`src/logic/pmt_pkg.sv`:
```
// constants for the position-mode terminal logic
package pmt_pkg;
  // control mode codes
  localparam logic [3:0] MODE_SPEED = 4'h0;
  localparam logic [3:0] MODE_TORQUE = 4'h1;
  localparam logic [3:0] MODE_SPD_TRQ = 4'h2;
  localparam logic [3:0] MODE_SPD_VI = 4'h3;
  localparam logic [3:0] MODE_POSITION = 4'h4;
  localparam logic [3:0] MODE_SPD_POS = 4'h5;
  localparam logic [3:0] MODE_POS_TRQ = 4'h6;
  localparam logic [3:0] MODE_MAX = 4'h6;
  // register byte offsets
  localparam logic [11:0] OFS_CTRL = 12'h000;
  localparam logic [11:0] OFS_STATUS = 12'h004;
  localparam logic [11:0] OFS_IRQ_STAT = 12'h008;
  localparam logic [11:0] OFS_IRQ_MASK = 12'h00C;
  localparam logic [11:0] OFS_DEVCNT = 12'h010;
  // control fields
  localparam int CTRL_MODE_LSB = 0;
  localparam int CTRL_SUBPOS_BIT = 4;
  localparam int CTRL_CANRUN_BIT = 5;
  localparam logic [31:0] CTRL_RESET = 32'h0000_0000;
  // status fields
  localparam int ST_READY = 0;
  localparam int ST_BASE = 1;
  localparam int ST_FWDLIM = 2;
  localparam int ST_REVLIM = 3;
  localparam int ST_INPOS = 4;
  localparam int ST_POSACT = 5;
  // interrupt event bits
  localparam int EV_CLEAR = 0;
  localparam int EV_FWDLIM = 1;
  localparam int EV_REVLIM = 2;
  localparam int EV_READY = 3;
  localparam int EV_REV = 4;
  localparam int EV_W = 5;
  // ready delay after servo enable
  localparam real READY_DELAY_S = 0.1;
  localparam real CLK_HZ = 100.0e6;
  localparam int READY_CYCLES = int'(READY_DELAY_S * CLK_HZ);
endpackage

```
`src/logic/pmt_terminal_logic.sv`:
```
// terminal function logic for pulse-train position control
//
// What this block does
// - mode 4 makes fwd/rev limits and servo enable; mode 0 run commands
// - position mode: speed-reached output serves as positioning complete
// - deviation counter clears on falling edge of clear input
// - ready only while servo enabled and operation can start
// - one zero-phase output pulse per motor revolution
// - forward limit open: stop, servo lock, reverse still allowed
// - reverse limit open: stop, servo lock, forward still allowed
// - ready asserted 0.1 s after servo enable releases output stage
//
// Added by the designer: the register addresses and the APB register port.
`timescale 1ns/1ns
`default_nettype none
module pmt_terminal_logic
  import pmt_pkg::*;
#(
  parameter int READY_DELAY = READY_CYCLES,
  parameter int PULSES_PER_REV = 1024,
  parameter int COUNT_W = 16,
  parameter int IN_POS_WIDTH = 100
)
(
  // clock and reset
  input wire logic clk,
  input wire logic reset,
  // apb slave
  input wire logic psel,
  input wire logic penable,
  input wire logic pwrite,
  input wire logic [11:0] paddr,
  input wire logic [31:0] pwdata,
  output logic [31:0] prdata,
  output logic pready,
  output logic pslverr,
  // contact inputs, high means shorted to common
  input wire logic fwdLimitOrRunIn,
  input wire logic revLimitOrRunIn,
  input wire logic servoEnableIn,
  input wire logic deviationClearIn,
  input wire logic resetIn,
  // command and feedback pulses, one-cycle signed steps
  input wire logic fwdPulseIn,
  input wire logic revPulseIn,
  input wire logic fbFwdStep,
  input wire logic fbRevStep,
  // motion control and terminal outputs
  output logic baseReleased,
  output logic servoLock,
  output logic fwdAllowed,
  output logic revAllowed,
  output logic fwdRunCmd,
  output logic revRunCmd,
  output logic multiIn1,
  output logic faultReset,
  output logic readyOut,
  output logic zeroPhasePulseOut,
  output logic speedReachedOut,
  output logic irq
);

  // refused at elaboration: counters and the in-position compare cannot serve these
  if (READY_DELAY < 1 || PULSES_PER_REV < 2 || COUNT_W < 4 || COUNT_W > 31
      || IN_POS_WIDTH < 0 || IN_POS_WIDTH >= 2 ** (COUNT_W - 1))
    $error("pmt_terminal_logic: unsupported parameter values");

  localparam int RCW = $clog2(READY_DELAY + 1);
  localparam int PCW = $clog2(PULSES_PER_REV);

  logic [31:0] ctrl_r;
  logic [EV_W-1:0] irqStat_r;
  logic [EV_W-1:0] irqMask_r;
  logic [RCW-1:0] readyCnt_r;
  logic ready_r;
  logic readyEn;
  logic clearPrev_r;
  logic signed [COUNT_W-1:0] devCnt_r;
  logic [PCW-1:0] revCnt_r;
  logic zp_r;
  logic fwdStop_r;
  logic revStop_r;
  logic [3:0] mode;
  logic posActive;
  logic wrEn;
  logic rdEn;
  logic clearFall;
  logic fwdLimEv;
  logic revLimEv;
  logic readyEv;
  logic revEv;
  logic [EV_W-1:0] events;
  logic inPos;

  function automatic logic [COUNT_W-1:0] absVal(input logic signed [COUNT_W-1:0] v);
    absVal = v[COUNT_W-1] ? COUNT_W'(-v) : COUNT_W'(v);
  endfunction

  assign mode = ctrl_r[CTRL_MODE_LSB +: 4];

  // changeover modes take the terminal meaning of the running sub-mode
  always_comb
  begin
    case (mode)
      MODE_POSITION: posActive = 1'b1;
      MODE_SPD_POS: posActive = ctrl_r[CTRL_SUBPOS_BIT];
      MODE_POS_TRQ: posActive = ctrl_r[CTRL_SUBPOS_BIT];
      default: posActive = 1'b0;
    endcase
  end

  // apb: zero wait, answer in the access cycle
  assign pready = 1'b1;
  assign wrEn = psel && penable && pwrite;
  assign rdEn = psel && penable && !pwrite;
  always_comb
  begin
    pslverr = 1'b0;
    if (psel && penable)
    begin
      case (paddr)
        OFS_CTRL, OFS_STATUS, OFS_IRQ_STAT, OFS_IRQ_MASK, OFS_DEVCNT: pslverr = 1'b0;
        default: pslverr = 1'b1;
      endcase
    end
  end

  always_ff @(posedge clk)
  begin
    if (reset)
      prdata <= 32'h0000_0000;
    else if (psel && !penable)
    begin
      case (paddr)
        OFS_CTRL: prdata <= ctrl_r;
        OFS_STATUS: prdata <= {26'h0, posActive, inPos, revStop_r, fwdStop_r, baseReleased, ready_r};
        OFS_IRQ_STAT: prdata <= {27'h0, irqStat_r};
        OFS_IRQ_MASK: prdata <= {27'h0, irqMask_r};
        OFS_DEVCNT: prdata <= 32'(devCnt_r);
        default: prdata <= 32'h0000_0000;
      endcase
    end
  end

  always_ff @(posedge clk)
  begin
    if (reset)
      ctrl_r <= CTRL_RESET;
    else if (wrEn && paddr == OFS_CTRL && pwdata[3:0] <= MODE_MAX)
      ctrl_r <= {26'h0, pwdata[5:0]}; // codes above 6 ignored
  end

  always_ff @(posedge clk)
  begin
    if (reset)
      irqMask_r <= '0;
    else if (wrEn && paddr == OFS_IRQ_MASK)
      irqMask_r <= pwdata[EV_W-1:0];
  end

  // read clears, a same-cycle event survives
  always_ff @(posedge clk)
  begin
    if (reset)
      irqStat_r <= '0;
    // clear only what the read returned; an event at the setup edge is kept
    else if (rdEn && paddr == OFS_IRQ_STAT)
      irqStat_r <= (irqStat_r & ~prdata[EV_W-1:0]) | events;
    else
      irqStat_r <= irqStat_r | events;
  end
  assign irq = |(irqStat_r & irqMask_r);

  // terminal mapping
  assign baseReleased = posActive ? servoEnableIn : 1'b1;
  assign fwdRunCmd = !posActive && fwdLimitOrRunIn;
  assign revRunCmd = !posActive && revLimitOrRunIn;
  assign multiIn1 = !posActive && servoEnableIn;
  assign faultReset = resetIn;

  // limit stops: an open limit blocks only its own direction
  always_ff @(posedge clk)
  begin
    if (reset)
    begin
      fwdStop_r <= 1'b0;
      revStop_r <= 1'b0;
    end
    else
    begin
      fwdStop_r <= posActive && !fwdLimitOrRunIn;
      revStop_r <= posActive && !revLimitOrRunIn;
    end
  end
  assign fwdAllowed = baseReleased && !fwdStop_r;
  assign revAllowed = baseReleased && !revStop_r;
  assign servoLock = posActive && servoEnableIn && (fwdStop_r || revStop_r || !ready_r);
  assign fwdLimEv = posActive && !fwdLimitOrRunIn && !fwdStop_r;
  assign revLimEv = posActive && !revLimitOrRunIn && !revStop_r;

  // ready delay counter restarts whenever enable drops
  always_ff @(posedge clk)
  begin
    if (reset)
    begin
      readyCnt_r <= '0;
      ready_r <= 1'b0;
    end
    else if (!readyEn)
    begin
      readyCnt_r <= '0;
      ready_r <= 1'b0;
    end
    else if (readyCnt_r == RCW'(READY_DELAY - 1))
      ready_r <= 1'b1;
    else
      readyCnt_r <= readyCnt_r + 1'b1;
  end
  assign readyEn = posActive && servoEnableIn && ctrl_r[CTRL_CANRUN_BIT];
  // gated so ready falls with enable instead of one cycle late
  assign readyOut = ready_r && readyEn;
  assign readyEv = readyEn && !ready_r
                   && readyCnt_r == RCW'(READY_DELAY - 1);

  // deviation counter; commands count only while positioning runs
  always_ff @(posedge clk)
  begin
    if (reset)
      clearPrev_r <= 1'b0;
    else
      clearPrev_r <= deviationClearIn;
  end
  // contact shorted reads high, so the electrical falling edge is our rise
  assign clearFall = deviationClearIn && !clearPrev_r;

  always_ff @(posedge clk)
  begin
    if (reset)
      devCnt_r <= '0;
    else if (clearFall)
      devCnt_r <= '0;
    else if (ready_r)
      devCnt_r <= devCnt_r
                  + COUNT_W'(fwdPulseIn && fwdAllowed)
                  - COUNT_W'(revPulseIn && revAllowed)
                  - COUNT_W'(fbFwdStep)
                  + COUNT_W'(fbRevStep);
  end
  assign inPos = posActive && absVal(devCnt_r) <= COUNT_W'(IN_POS_WIDTH);

  // speed-reached doubles as positioning complete in position mode
  always_ff @(posedge clk)
  begin
    if (reset)
      speedReachedOut <= 1'b0;
    else
      speedReachedOut <= posActive ? inPos : (fwdRunCmd ^ revRunCmd);
  end

  // revolution counter; pulses once per turn in either direction
  always_ff @(posedge clk)
  begin
    if (reset)
    begin
      revCnt_r <= '0;
      zp_r <= 1'b0;
    end
    else
    begin
      zp_r <= 1'b0;
      if (fbFwdStep && !fbRevStep)
      begin
        if (revCnt_r == PCW'(PULSES_PER_REV - 1))
        begin
          revCnt_r <= '0;
          zp_r <= 1'b1;
        end
        else
          revCnt_r <= revCnt_r + 1'b1;
      end
      else if (fbRevStep && !fbFwdStep)
      begin
        if (revCnt_r == '0)
        begin
          revCnt_r <= PCW'(PULSES_PER_REV - 1);
          zp_r <= 1'b1;
        end
        else
          revCnt_r <= revCnt_r - 1'b1;
      end
    end
  end
  assign zeroPhasePulseOut = zp_r;
  assign revEv = zp_r;

  assign events = {revEv, readyEv, revLimEv, fwdLimEv, clearFall};

  // checks
  clear_zeroes_a: assert property (@(posedge clk) disable iff (reset)
    clearFall |=> devCnt_r == '0) else $error("clear did not zero counter");
  ready_needs_en_a: assert property (@(posedge clk) disable iff (reset)
    readyOut |-> servoEnableIn && posActive) else $error("ready without enable");
  ready_delay_a: assert property (@(posedge clk) disable iff (reset)
    $rose(readyOut) |-> $past(readyCnt_r) == RCW'(READY_DELAY - 1)) else $error("ready delay wrong");
  fwd_limit_a: assert property (@(posedge clk) disable iff (reset)
    (posActive && !fwdLimitOrRunIn) ##1 (posActive && !fwdLimitOrRunIn) |-> !fwdAllowed)
    else $error("forward not blocked");
  rev_limit_a: assert property (@(posedge clk) disable iff (reset)
    (posActive && !revLimitOrRunIn) ##1 (posActive && !revLimitOrRunIn) |-> !revAllowed)
    else $error("reverse not blocked");
  rev_other_a: assert property (@(posedge clk) disable iff (reset)
    fwdStop_r && !revStop_r && baseReleased |-> revAllowed) else $error("reverse blocked by fwd limit");
  zp_single_a: assert property (@(posedge clk) disable iff (reset)
    zeroPhasePulseOut |=> !zeroPhasePulseOut) else $error("zero pulse too long");
  mode_map_a: assert property (@(posedge clk) disable iff (reset)
    mode == MODE_POSITION |-> !fwdRunCmd && !revRunCmd && !multiIn1) else $error("position map wrong");
  speed_map_a: assert property (@(posedge clk) disable iff (reset)
    mode == MODE_SPEED |-> fwdRunCmd == fwdLimitOrRunIn && multiIn1 == servoEnableIn)
    else $error("speed map wrong");
  no_pos_open_a: assert property (@(posedge clk) disable iff (reset)
    posActive && !servoEnableIn |-> !baseReleased && !readyOut) else $error("positioning while open");
  inpos_out_a: assert property (@(posedge clk) disable iff (reset)
    posActive && $past(posActive) |-> speedReachedOut == $past(inPos)) else $error("complete flag wrong");
  changeover_a: assert property (@(posedge clk) disable iff (reset)
    mode == MODE_SPD_POS |-> posActive == ctrl_r[CTRL_SUBPOS_BIT]) else $error("changeover map wrong");
  pos_trq_map_a: assert property (@(posedge clk) disable iff (reset)
    mode == MODE_POS_TRQ |-> posActive == ctrl_r[CTRL_SUBPOS_BIT]) else $error("pos/torque map wrong");
  ready_early_a: assert property (@(posedge clk) disable iff (reset)
    readyOut |-> readyCnt_r == RCW'(READY_DELAY - 1)) else $error("ready before delay");
  open_no_cmd_a: assert property (@(posedge clk) disable iff (reset)
    posActive && !servoEnableIn |-> !fwdAllowed && !revAllowed) else $error("motion while open");
  stat_keep_a: assert property (@(posedge clk) disable iff (reset)
    |events |=> (irqStat_r & $past(events)) == $past(events)) else $error("event lost");

  ready_seen_c: cover property (@(posedge clk) disable iff (reset) $rose(readyOut));
  clear_seen_c: cover property (@(posedge clk) disable iff (reset) clearFall && devCnt_r != '0);
  limit_seen_c: cover property (@(posedge clk) disable iff (reset) fwdStop_r && revAllowed);
  turn_seen_c: cover property (@(posedge clk) disable iff (reset) zeroPhasePulseOut);
  subpos_seen_c: cover property (@(posedge clk) disable iff (reset) mode == MODE_POS_TRQ && posActive);

endmodule
`default_nettype wire

```
`config.mk`:
```
export PLATFORM = sky130hd
export DESIGN_NAME = pmt_terminal_logic
export DESIGN_NICKNAME = d
export VERILOG_FILES = /design/src/logic/pmt_pkg.sv /design/src/logic/pmt_terminal_logic.sv
export SDC_FILE = /design/constraint.sdc
export NUM_CORES = 1
export LEC_CHECK = 0
export ABC_AREA = 1
export BUFFER_PORTS_ARGS = -buffer_cell sky130_fd_sc_hd__buf_2
export CAP_MARGIN = 20
export CORE_MARGIN = 3
export CORE_UTILIZATION = 45
export CTS_CLUSTER_DIAMETER = 30
export DETAILED_ROUTE_END_ITERATION = 12
export PLACE_DENSITY = 0.67
export SKIP_CTS_REPAIR_TIMING = 1
export SKIP_LAST_GASP = 1
export SLEW_MARGIN = 15
export SYNTH_ARGS = -nofsm -noshare
export SYNTH_HDL_FRONTEND = slang
export SYNTH_SLANG_ARGS = --single-unit
export TNS_END_PERCENT = 30
```
`constraint.sdc`:
```
create_clock -name clk -period 7.5 [get_ports clk]
set_input_delay 1.125 -clock clk [delete_from_list [all_inputs] [get_ports clk]]
set_output_delay 1.125 -clock clk [all_outputs]
set_load 0.02 [all_outputs]
```
After elaboration in Yosys (flattened, before gate mapping)
Index checks and enable logic that the tools add are counted.
{"block": "totals", "romBits": 0, "input_bits": 58, "output_inout_bits": 46, "n_memories": 0, "regBits": 104, "latch_bits": 0, "ram_bits": 0, "elab_cells": 105}
{"block": "classes", "n_eq_ne": 9, "n_reduce_logical": 50, "bitwise_logic": 7, "magnitude_cmp": 2, "shifts": 0, "n_addsub": 8, "multipliers": 0, "muxes": 16, "div_mod_pow": 0}
{"op": "one-hot mux 32 bit (5 select lines)", "count": 1}
{"op": "two-way mux 10 bit", "count": 4}
{"op": "adder 16 x 1 -> 16 bit", "count": 2}
{"op": "subtractor 16 x 1 -> 16 bit", "count": 2}
{"op": "logical AND 1 bit", "count": 29}
{"op": "adder 24 x 1 -> 24 bit, second input constant", "count": 1}
{"op": "== test 12 x 4 -> 1 bit, second input constant", "count": 2}
{"op": "== test 24 bit, second input constant", "count": 1}
{"op": "less-or-equal comparator 16 x 7 -> 1 bit, second input constant", "count": 1}
{"op": "two-way mux 16 bit", "count": 1}
{"op": "negation 16 bit", "count": 1}
{"op": "== test 12 x 3 -> 1 bit, second input constant", "count": 1}
{"op": "== test 12 x 5 -> 1 bit, second input constant", "count": 1}
{"op": "== test 4 x 3 -> 1 bit, second input constant", "count": 3}
{"op": "zero test 12 bit", "count": 1}
{"op": "zero test 1 bit", "count": 11}
{"op": "adder 10 x 1 -> 10 bit, second input constant", "count": 1}
{"op": "bitwise AND 5 bit", "count": 2}
{"op": "== test 10 bit, second input constant", "count": 1}
{"op": "zero test 10 bit", "count": 1}
{"op": "OR 5 bit", "count": 2}
{"op": "OR reduction 5 bit", "count": 2}
{"op": "subtractor 10 x 1 -> 10 bit, second input constant", "count": 1}
{"op": "two-way mux 1 bit", "count": 8}
{"op": "other kinds (9)", "count": 12}

Logic depth before layout (Yosys ltp)
Gate-level depths: netlist of the first run.
{"block": "depth", "depth_word": 10, "ltp_mapped": 24, "ltp_nobuf": 24}

Least setup slack after synthesis of the first run
OpenSTA, ideal clock, no wires.
{"block": "synth_timing", "kind": "input -> register", "startpoint": "input servoEnableIn", "endpoint": "register devCnt_r[13]", "setup_slack_ns": 3.599, "cell_stages": 16, "t_required_ns": 7.384, "arrival_ns": 3.785, "path_buffers": 0, "setup_ns": 0.116, "cell_sequence": "nor2_1 inv_1 nand2_1 inv_1 nand2_1 fa_1 fa_1 ha_1 fa_1 a21o_1 nand4_1 nand3_1 a21oi_1 o21ai_0 o211ai_1 inv_1"}
{"block": "synth_via", "word_cells_on_any_way": 9, "cone_classes": "add/sub (4); mux (1); reduce/logical (4)"}
{"item": "start, declared", "line": "pmt_terminal_logic.sv:40", "source": "input wire logic servoEnableIn,"}
{"item": "two-way mux 1 bit", "line": "pmt_terminal_logic.sv:175", "source": "assign baseReleased = posActive ? servoEnableIn : 1'b1;"}
{"item": "named net baseReleased", "line": "pmt_terminal_logic.sv:49", "source": "output logic baseReleased,"}
{"item": "logical AND 1 bit", "line": "pmt_terminal_logic.sv:196", "source": "assign revAllowed = baseReleased && !revStop_r;"}
{"item": "named net revAllowed", "line": "pmt_terminal_logic.sv:52", "source": "output logic revAllowed,"}
{"item": "logical AND 1 bit", "line": "pmt_terminal_logic.sv:245", "source": "- COUNT_W'(revPulseIn && revAllowed)"}
{"item": "subtractor 16 x 1 -> 16 bit", "line": "pmt_terminal_logic.sv:245"}
{"item": "subtractor 16 x 1 -> 16 bit", "line": "pmt_terminal_logic.sv:246", "source": "- COUNT_W'(fbFwdStep)"}
{"item": "adder 16 x 1 -> 16 bit", "line": "pmt_terminal_logic.sv:247", "source": "+ COUNT_W'(fbRevStep);"}
{"item": "end signal, assigned", "line": "pmt_terminal_logic.sv:243", "source": "devCnt_r <= devCnt_r"}
{"item": "end, declared", "line": "pmt_terminal_logic.sv:78", "source": "logic signed [COUNT_W-1:0] devCnt_r;"}
The timed path passes the listed nets, and every way through them passes these cells.
A chain may end at the register's enable or synchronous reset.

Worst setup path after layout of the first run
{"block": "layout_timing", "startpoint": "input servoEnableIn", "endpoint": "register devCnt_r[10]"}
{"block": "layout_via", "elab_chain_cells": 7, "word_cells_on_any_way": 9, "cone_classes": "add/sub (4); mux (1); reduce/logical (4)"}
{"item": "two-way mux 1 bit (*)", "line": "pmt_terminal_logic.sv:175"}
{"item": "logical AND 1 bit", "line": "pmt_terminal_logic.sv:195", "source": "assign fwdAllowed = baseReleased && !fwdStop_r;"}
{"item": "logical AND 1 bit", "line": "pmt_terminal_logic.sv:244", "source": "+ COUNT_W'(fwdPulseIn && fwdAllowed)"}
{"item": "adder 16 x 1 -> 16 bit", "line": "pmt_terminal_logic.sv:244"}
{"item": "subtractor 16 x 1 -> 16 bit (*)", "line": "pmt_terminal_logic.sv:245"}
{"item": "subtractor 16 x 1 -> 16 bit (*)", "line": "pmt_terminal_logic.sv:246"}
{"item": "adder 16 x 1 -> 16 bit (*)", "line": "pmt_terminal_logic.sv:247"}
Every way passes the cells marked *; elsewhere a longest branch is shown, timed or not.

==> flow_metrics.tcl, run 1 <==
set metrics [dict create \
    synth_top_cell_area_share_pct 29.8 \
    grt_max_degree 35 \
    cap_viol_max_count 0 \
    wl_mm 15.3 \
    gp_congestion 0.886 \
    min_period_ns 3.80 \
    die_height_um 121 \
    diodes 0 \
    start_util_pct 46.5 \
    synth_largest_area_cell "dfxtp_1" \
    drt.antenna.violating_nets 0 \
    wl_per_cell_um 13.5 \
    h-tree-depth 3 \
    status "finished clean" \
    setup_violations 0 \
    cts_tree "yes" \
    route.detailed.drc 0 \
    synth_top_flop_cell "dfxtp_1" \
    met3_length_um 741 \
    maxUsedRoutingLayer "met4" \
    grt_overflow 0 \
    post-route-util_pct 52.1 \
    yosysMostFrequentCell "nand2_1" \
    fmax_mhz 263 \
    p_leak_uw 0.00305 \
    cp_data_required_time_ns 7.74 \
    clock-sinks 88 \
    ys_seq_area_share_pct 29.8 \
    max_slew_margin_pct 34.5 \
    port_buffers 74 \
    power_uw 1150 \
    drive_gt1_share_pct 12.0 \
    track_usage_pct 21.1 \
    antenna_found_initial 0 \
    worstMarginPinSlew_ns 0.981 \
    min_path_type "flop to flop" \
    place_hpwl_mm 11.6 \
    rows 41 \
    grt_first_pass_wirelength_mm 24.9 \
    die_x_um 121 \
    criticalPathCategory "input pin to flop" \
    root_buffer "clkbuf_16" \
    rsz0062_at_grt "no" \
    synth_edf_count 0 \
    synthTopCellsByCount "nand2_1, inv_1, dfxtp_1, nor2_1, a21oi_1" \
    num_io_pins 104 \
    ys_seq_elements 88 \
    first_iter_violations 486 \
    p_per_area_nw_per_um2 173 \
    wl_met2_mm 7.03 \
    syn_inst 899 \
    clock_path_buffers 2 \
    clkLatencyLatePin_ns 0.35 \
    vdd_drop_max_mv 0.104 \
    syn_to_final_growth_pct 12.1 \
    ys_top_cells_by_area "dfxtp_1, nand2_1, inv_1" \
    finalSetupTns_ns 0 \
    fin_crit_sh_pct 50.7 \
    critPathArrivalTime_ns 4.05 \
    yosys_warnings 0 \
    hold_viol 0 \
    synthArstFlopShare_pct 0 \
    routed_via_density 5.07 \
    multi_input_area_um2 3350 \
    synth.net_count 992 \
    critPathCaptureType "flop" \
    grt_pass1_vias 5137 \
    yosysUniqueCellTypes 45 \
    fillCellCount 1323 \
    cp_max_fo 3 \
    syn_avg_cell_area_um2 6.58 \
    nets 1043 \
    syn_area_um2 5920 \
    vias 5718 \
    cts.clk_slew.worst_paths_ns 0.06 \
    critPathLaunchType "input pin" \
    dr.pass1.iters 5 \
    finalClockSkew_ns 0.00508 \
    die_area_um2 14600 \
    wl_met1_mm 7.31 \
    register_area_um2 1760 \
    numCtsBuffers 9 \
    slew_violations 0 \
    coreArea_um2 12700 \
]
==> logic make-up after synthesis <==
kind of cell,synth area share (%)
buffers and inverters,13.6
XOR/XNOR,2.22
AO/OA/AOI/OAI,18.7
other,0.0634
flip-flops,29.8
AND/OR/NAND/NOR,27.9
adder cells (fa/ha/maj),7.78
==> layer usage <==
metal | global-route usage (%) | vias up
li1 | - | 3030
met1 | 28.6 | 2548
met2 | 34.3 | 125
met3 | 4.26 | 15
met4 | 5.81 | 0
met5 | 0 | -
==> state kept, by name, summed over array words and instances (netlist names) <==
signal	flops
fwdStop_r	1
irqStat_r	5
clearPrev_r	1
prdata	16
ready_r	1
revStop_r	1
irqMask_r	5
ctrl_r	6
devCnt_r	16
readyCnt_r	24
zeroPhasePulseOut	1
speedReachedOut	1
revCnt_r	10
==> stage by stage <==
step	worst slack (ns)	std cells	hold WS, ns	cell area, um2
after detailed placement	3.36	1111	0.458	6300
after global placement	3.37	1111	0.451	6300
final	3.70	1127	0.471	6630
after CTS	3.71	1127	0.468	6630
after floorplan	3.60	899	0.443	5920
after global routing	3.40	1127	0.502	6630
==> power by group <==
part           internal (uW)  total, uW  switching [uW]  leakage [uW]
sequential               480        492            11.6      0.000714
combinational           47.1        135            87.7       0.00217
clock                    327        519             192      0.000164
total                    854       1150             291       0.00305
==> area by class of cell <==
| cell class | instances | area share, % |
|---|---|---|
| Timing Repair Buffer | 75 | 5.70 |
| Inverter | 157 | 8.90 |
| Clock buffer | 11 | 3.51 |
| Tap cell | 172 | 3.24 |
| Clock inverter | 5 | 1.57 |
| Multi-Input combinational cell | 619 | 50.5 |
| Sequential cell | 88 | 26.6 |
==> worst max-delay path, cell delays in order <==
cell,delay (ns)
buf_2,0.11
nor2_1,0.16
inv_1,0.10
nand2_1,0.07
inv_1,0.05
nand2_1,0.07
fa_1,0.43
fa_1,0.41
ha_1,0.23
nand3_1,0.09
nand3_1,0.13
a21boi_0,0.36
o21ai_0,0.21
nand2_1,0.10
nand2_1,0.06
a21oi_1,0.12
o21ai_0,0.10
nand2_1,0.06
inv_1,0.04
==> cell usage in the layout (no fill, tap or decap), drive strengths merged <==
cell,n
a221oi,3
a31o,1
buf,75
dfxtp,88
o22ai,7
xnor2,4
o31ai,2
conb,1
nor3,20
o211ai,8
and2,1
a211oi,4
nand4,17
o21ai,77
o21bai,1
nand2,165
a21o,2
nand3,52
clkinv,2
o21a,2
nor4,10
inv,157
o221ai,1
a311oi,1
or2,2
fa,3
xor2,11
a21boi,1
ha,32
nand3b,2
clkbuf,11
bufinv,3
a31oi,6
nor2,95
a21oi,86
or3,1
o31a,1
==> final timing paths <==
kind,startpoint,to,slack (ns),cells after the start
setup / recovery,servoEnableIn,devCnt_r[10],3.70,19
hold / removal,prdata[5],prdata[5],0.47,2
setup reg to reg,ctrl_r[0],devCnt_r[10],3.76,22
hold reg to reg,prdata[5],prdata[5],0.47,2
No activity file was read; power rests on OpenSTA's default activity.
==> inputs of run 2 (changes only) <==
Clock period 7.5 ns to 3.6 ns, I/O delays scaled along.
==> flow_metrics.tcl, run 2 (synthesized netlist as in run 1, its figures left out) <==
set metrics [dict create \
    place_hpwl_mm 11.7 \
    rsz0062_at_grt "no" \
    holdPathStages 2 \
    reg2reg_depth 19 \
    combPwrFrac_pct 12.6 \
    reg2reg_slack_ns 0.24 \
    nets 1050 \
    cts.clk_slew.worst_paths_ns 0.06 \
    fmax_mhz 298 \
    h-tree-depth 3 \
    coreArea_um2 12700 \
    r2r_start "ctrl_r[2]" \
    clock_path_buffers 2 \
    final_cells 1134 \
    power_uw 2320 \
    layout_common_cells "nand2_1, inv_1, dfxtp_1" \
    critPathArrivalTime_ns 3.60 \
    setup_violations 0 \
    vias 5813 \
    seqPwrFrac_pct 44.2 \
    drt.antenna.violating_nets 0 \
    holdPathEnd "fwdStop_r" \
    min_period_ns 3.36 \
    slew_violations 0 \
    path_cells "inv_1, nor3_1, nand2_1, nor2_2, inv_1, nand2_1, inv_1, nand2_1, fa_1, fa_2, ha_4, fa_2, a21o_1, nand4_1, nand3_1, a21oi_1, o21ai_0, o211ai_1, inv_1" \
    critPathLaunchType "flop" \
    slowest_stage "fa_1" \
    fin_crit_sh_pct 93.3 \
    gp_congestion 0.861 \
    criticalPathCategory "flop to flop" \
    p_leak_uw 0.00308 \
    grt_pass1_vias 5304 \
    finalSetupTns_ns 0 \
    min_path_type "input pin to flop" \
    final_common_cell "nand2_1" \
    finalClockSkew_ns 0.00727 \
    power_frac_clock_pct 43.2 \
    route.detailed.drc 0 \
    vdd_drop_max_mv 0.204 \
    rows 41 \
    cp_slowest_stage_delay_ns 0.43 \
    diodes 0 \
    cp_data_required_time_ns 3.84 \
    dr.pass1.iters 6 \
    critPathCaptureType "flop" \
    numCtsBuffers 9 \
    clkLatencyLatePin_ns 0.35 \
    max_slew_margin_pct 34.5 \
    grt_overflow 0 \
    largest-register "readyCnt_r" \
    port_buffers 74 \
    reg_top3 "readyCnt_r: 24 flops, devCnt_r: 16 flops, prdata: 16 flops" \
    start_util_pct 46.5 \
    syn_to_final_growth_pct 13.1 \
    grt_first_pass_wirelength_mm 25.2 \
    track_usage_pct 21.3 \
    switching_power_uw 628 \
    die_area_um2 14600 \
    p_per_area_nw_per_um2 346 \
    hold_viol 0 \
    first_iter_violations 417 \
    status "finished clean" \
    r2r-end "devCnt_r[13]" \
    hold_path_startpoint "fwdLimitOrRunIn" \
    crit_top_cell "inv_1" \
    cts_tree "yes" \
    clock-sinks 88 \
    place_inst 1116 \
    largest_reg_flops 24 \
    antenna_found_initial 0 \
    die_height_um 121 \
    p_int_uw 1690 \
    wl_mm 15.3 \
    routed_via_density 5.13 \
    cap_viol_max_count 0 \
    grt_max_degree 35 \
    wl_per_cell_um 13.5 \
    drive_gt1_share_pct 13.5 \
    die_x_um 121 \
    cp_max_fo 4 \
    root_buffer "clkbuf_16" \
    worstMarginPinSlew_ns 0.982 \
    num_io_pins 104 \
    sw_frac_of_total_pct 27.1 \
]
## run 2: how the worst max path moves through the flow
stage | from | slack [ns] | to | cells past startpoint
3_3_place_gp | servoEnableIn | 0.17 | devCnt_r[13] | 17
6_report | ctrl_r[2] | 0.24 | devCnt_r[13] | 19
3_5_place_dp | ctrl_r[2] | 0.13 | devCnt_r[10] | 21
5_1_grt | ctrl_r[2] | 0.02 | devCnt_r[13] | 19
4_1_cts | ctrl_r[2] | 0.09 | devCnt_r[10] | 21
2_1_floorplan | ctrl_r[0] | 0.20 | devCnt_r[13] | 20
## run 2: worst max-delay path: cells and delay by family (launching register included)
kind	cells	cell delay [ns]
buffers and inverters	4	0.24
adders and majority gates	4	1.40
and+or+nand+nor	7	0.76
DFF	1	0.33
AOI/OAI and AO/OA	4	0.52
## run 2: per-stage QoR
step | hold WS [ns] | worst slack (ns) | instance area [um2] | util [%]
final | 0.415 | 0.240 | 6690 | 52.6
after global routing | 0.412 | 0.0161 | 6690 | 52.6
after CTS | 0.404 | 0.0900 | 6650 | 52.3
after detailed placement | 0.462 | 0.129 | 6330 | 49.8
after global placement | 0.450 | 0.168 | 6330 | 49.8
after floorplan | 0.443 | 0.202 | 5920 | -
## run 2: layout make-up
cell class,count,area [um2]
Fill cell,1337,6030
Multi-Input combinational cell,619,3380
Sequential cell,88,1760
Inverter,157,591
Timing Repair Buffer,82,430
Clock buffer,11,253
Tap cell,172,215
Clock inverter,5,63.8
## run 2: routing by layer
layer / vias up / routed length, um / GRT usage [%]
met2: 157 / 6940 / 34.1
met4: 0 / 231 / 6.23
met5: - / 0 / 0
met3: 21 / 795 / 4.63
li1: 3042 / - / -
met1: 2593 / 7340 / 28.8
## run 2: power by group through the flow
stage,clock (uW),combinational (uW),sequential (uW)
2_1_floorplan,0,200,1050
3_3_place_gp,0,280,1050
3_5_place_dp,0,282,1050
4_1_cts,1020,283,1020
5_1_grt,1060,329,1030
6_report,1000,291,1020
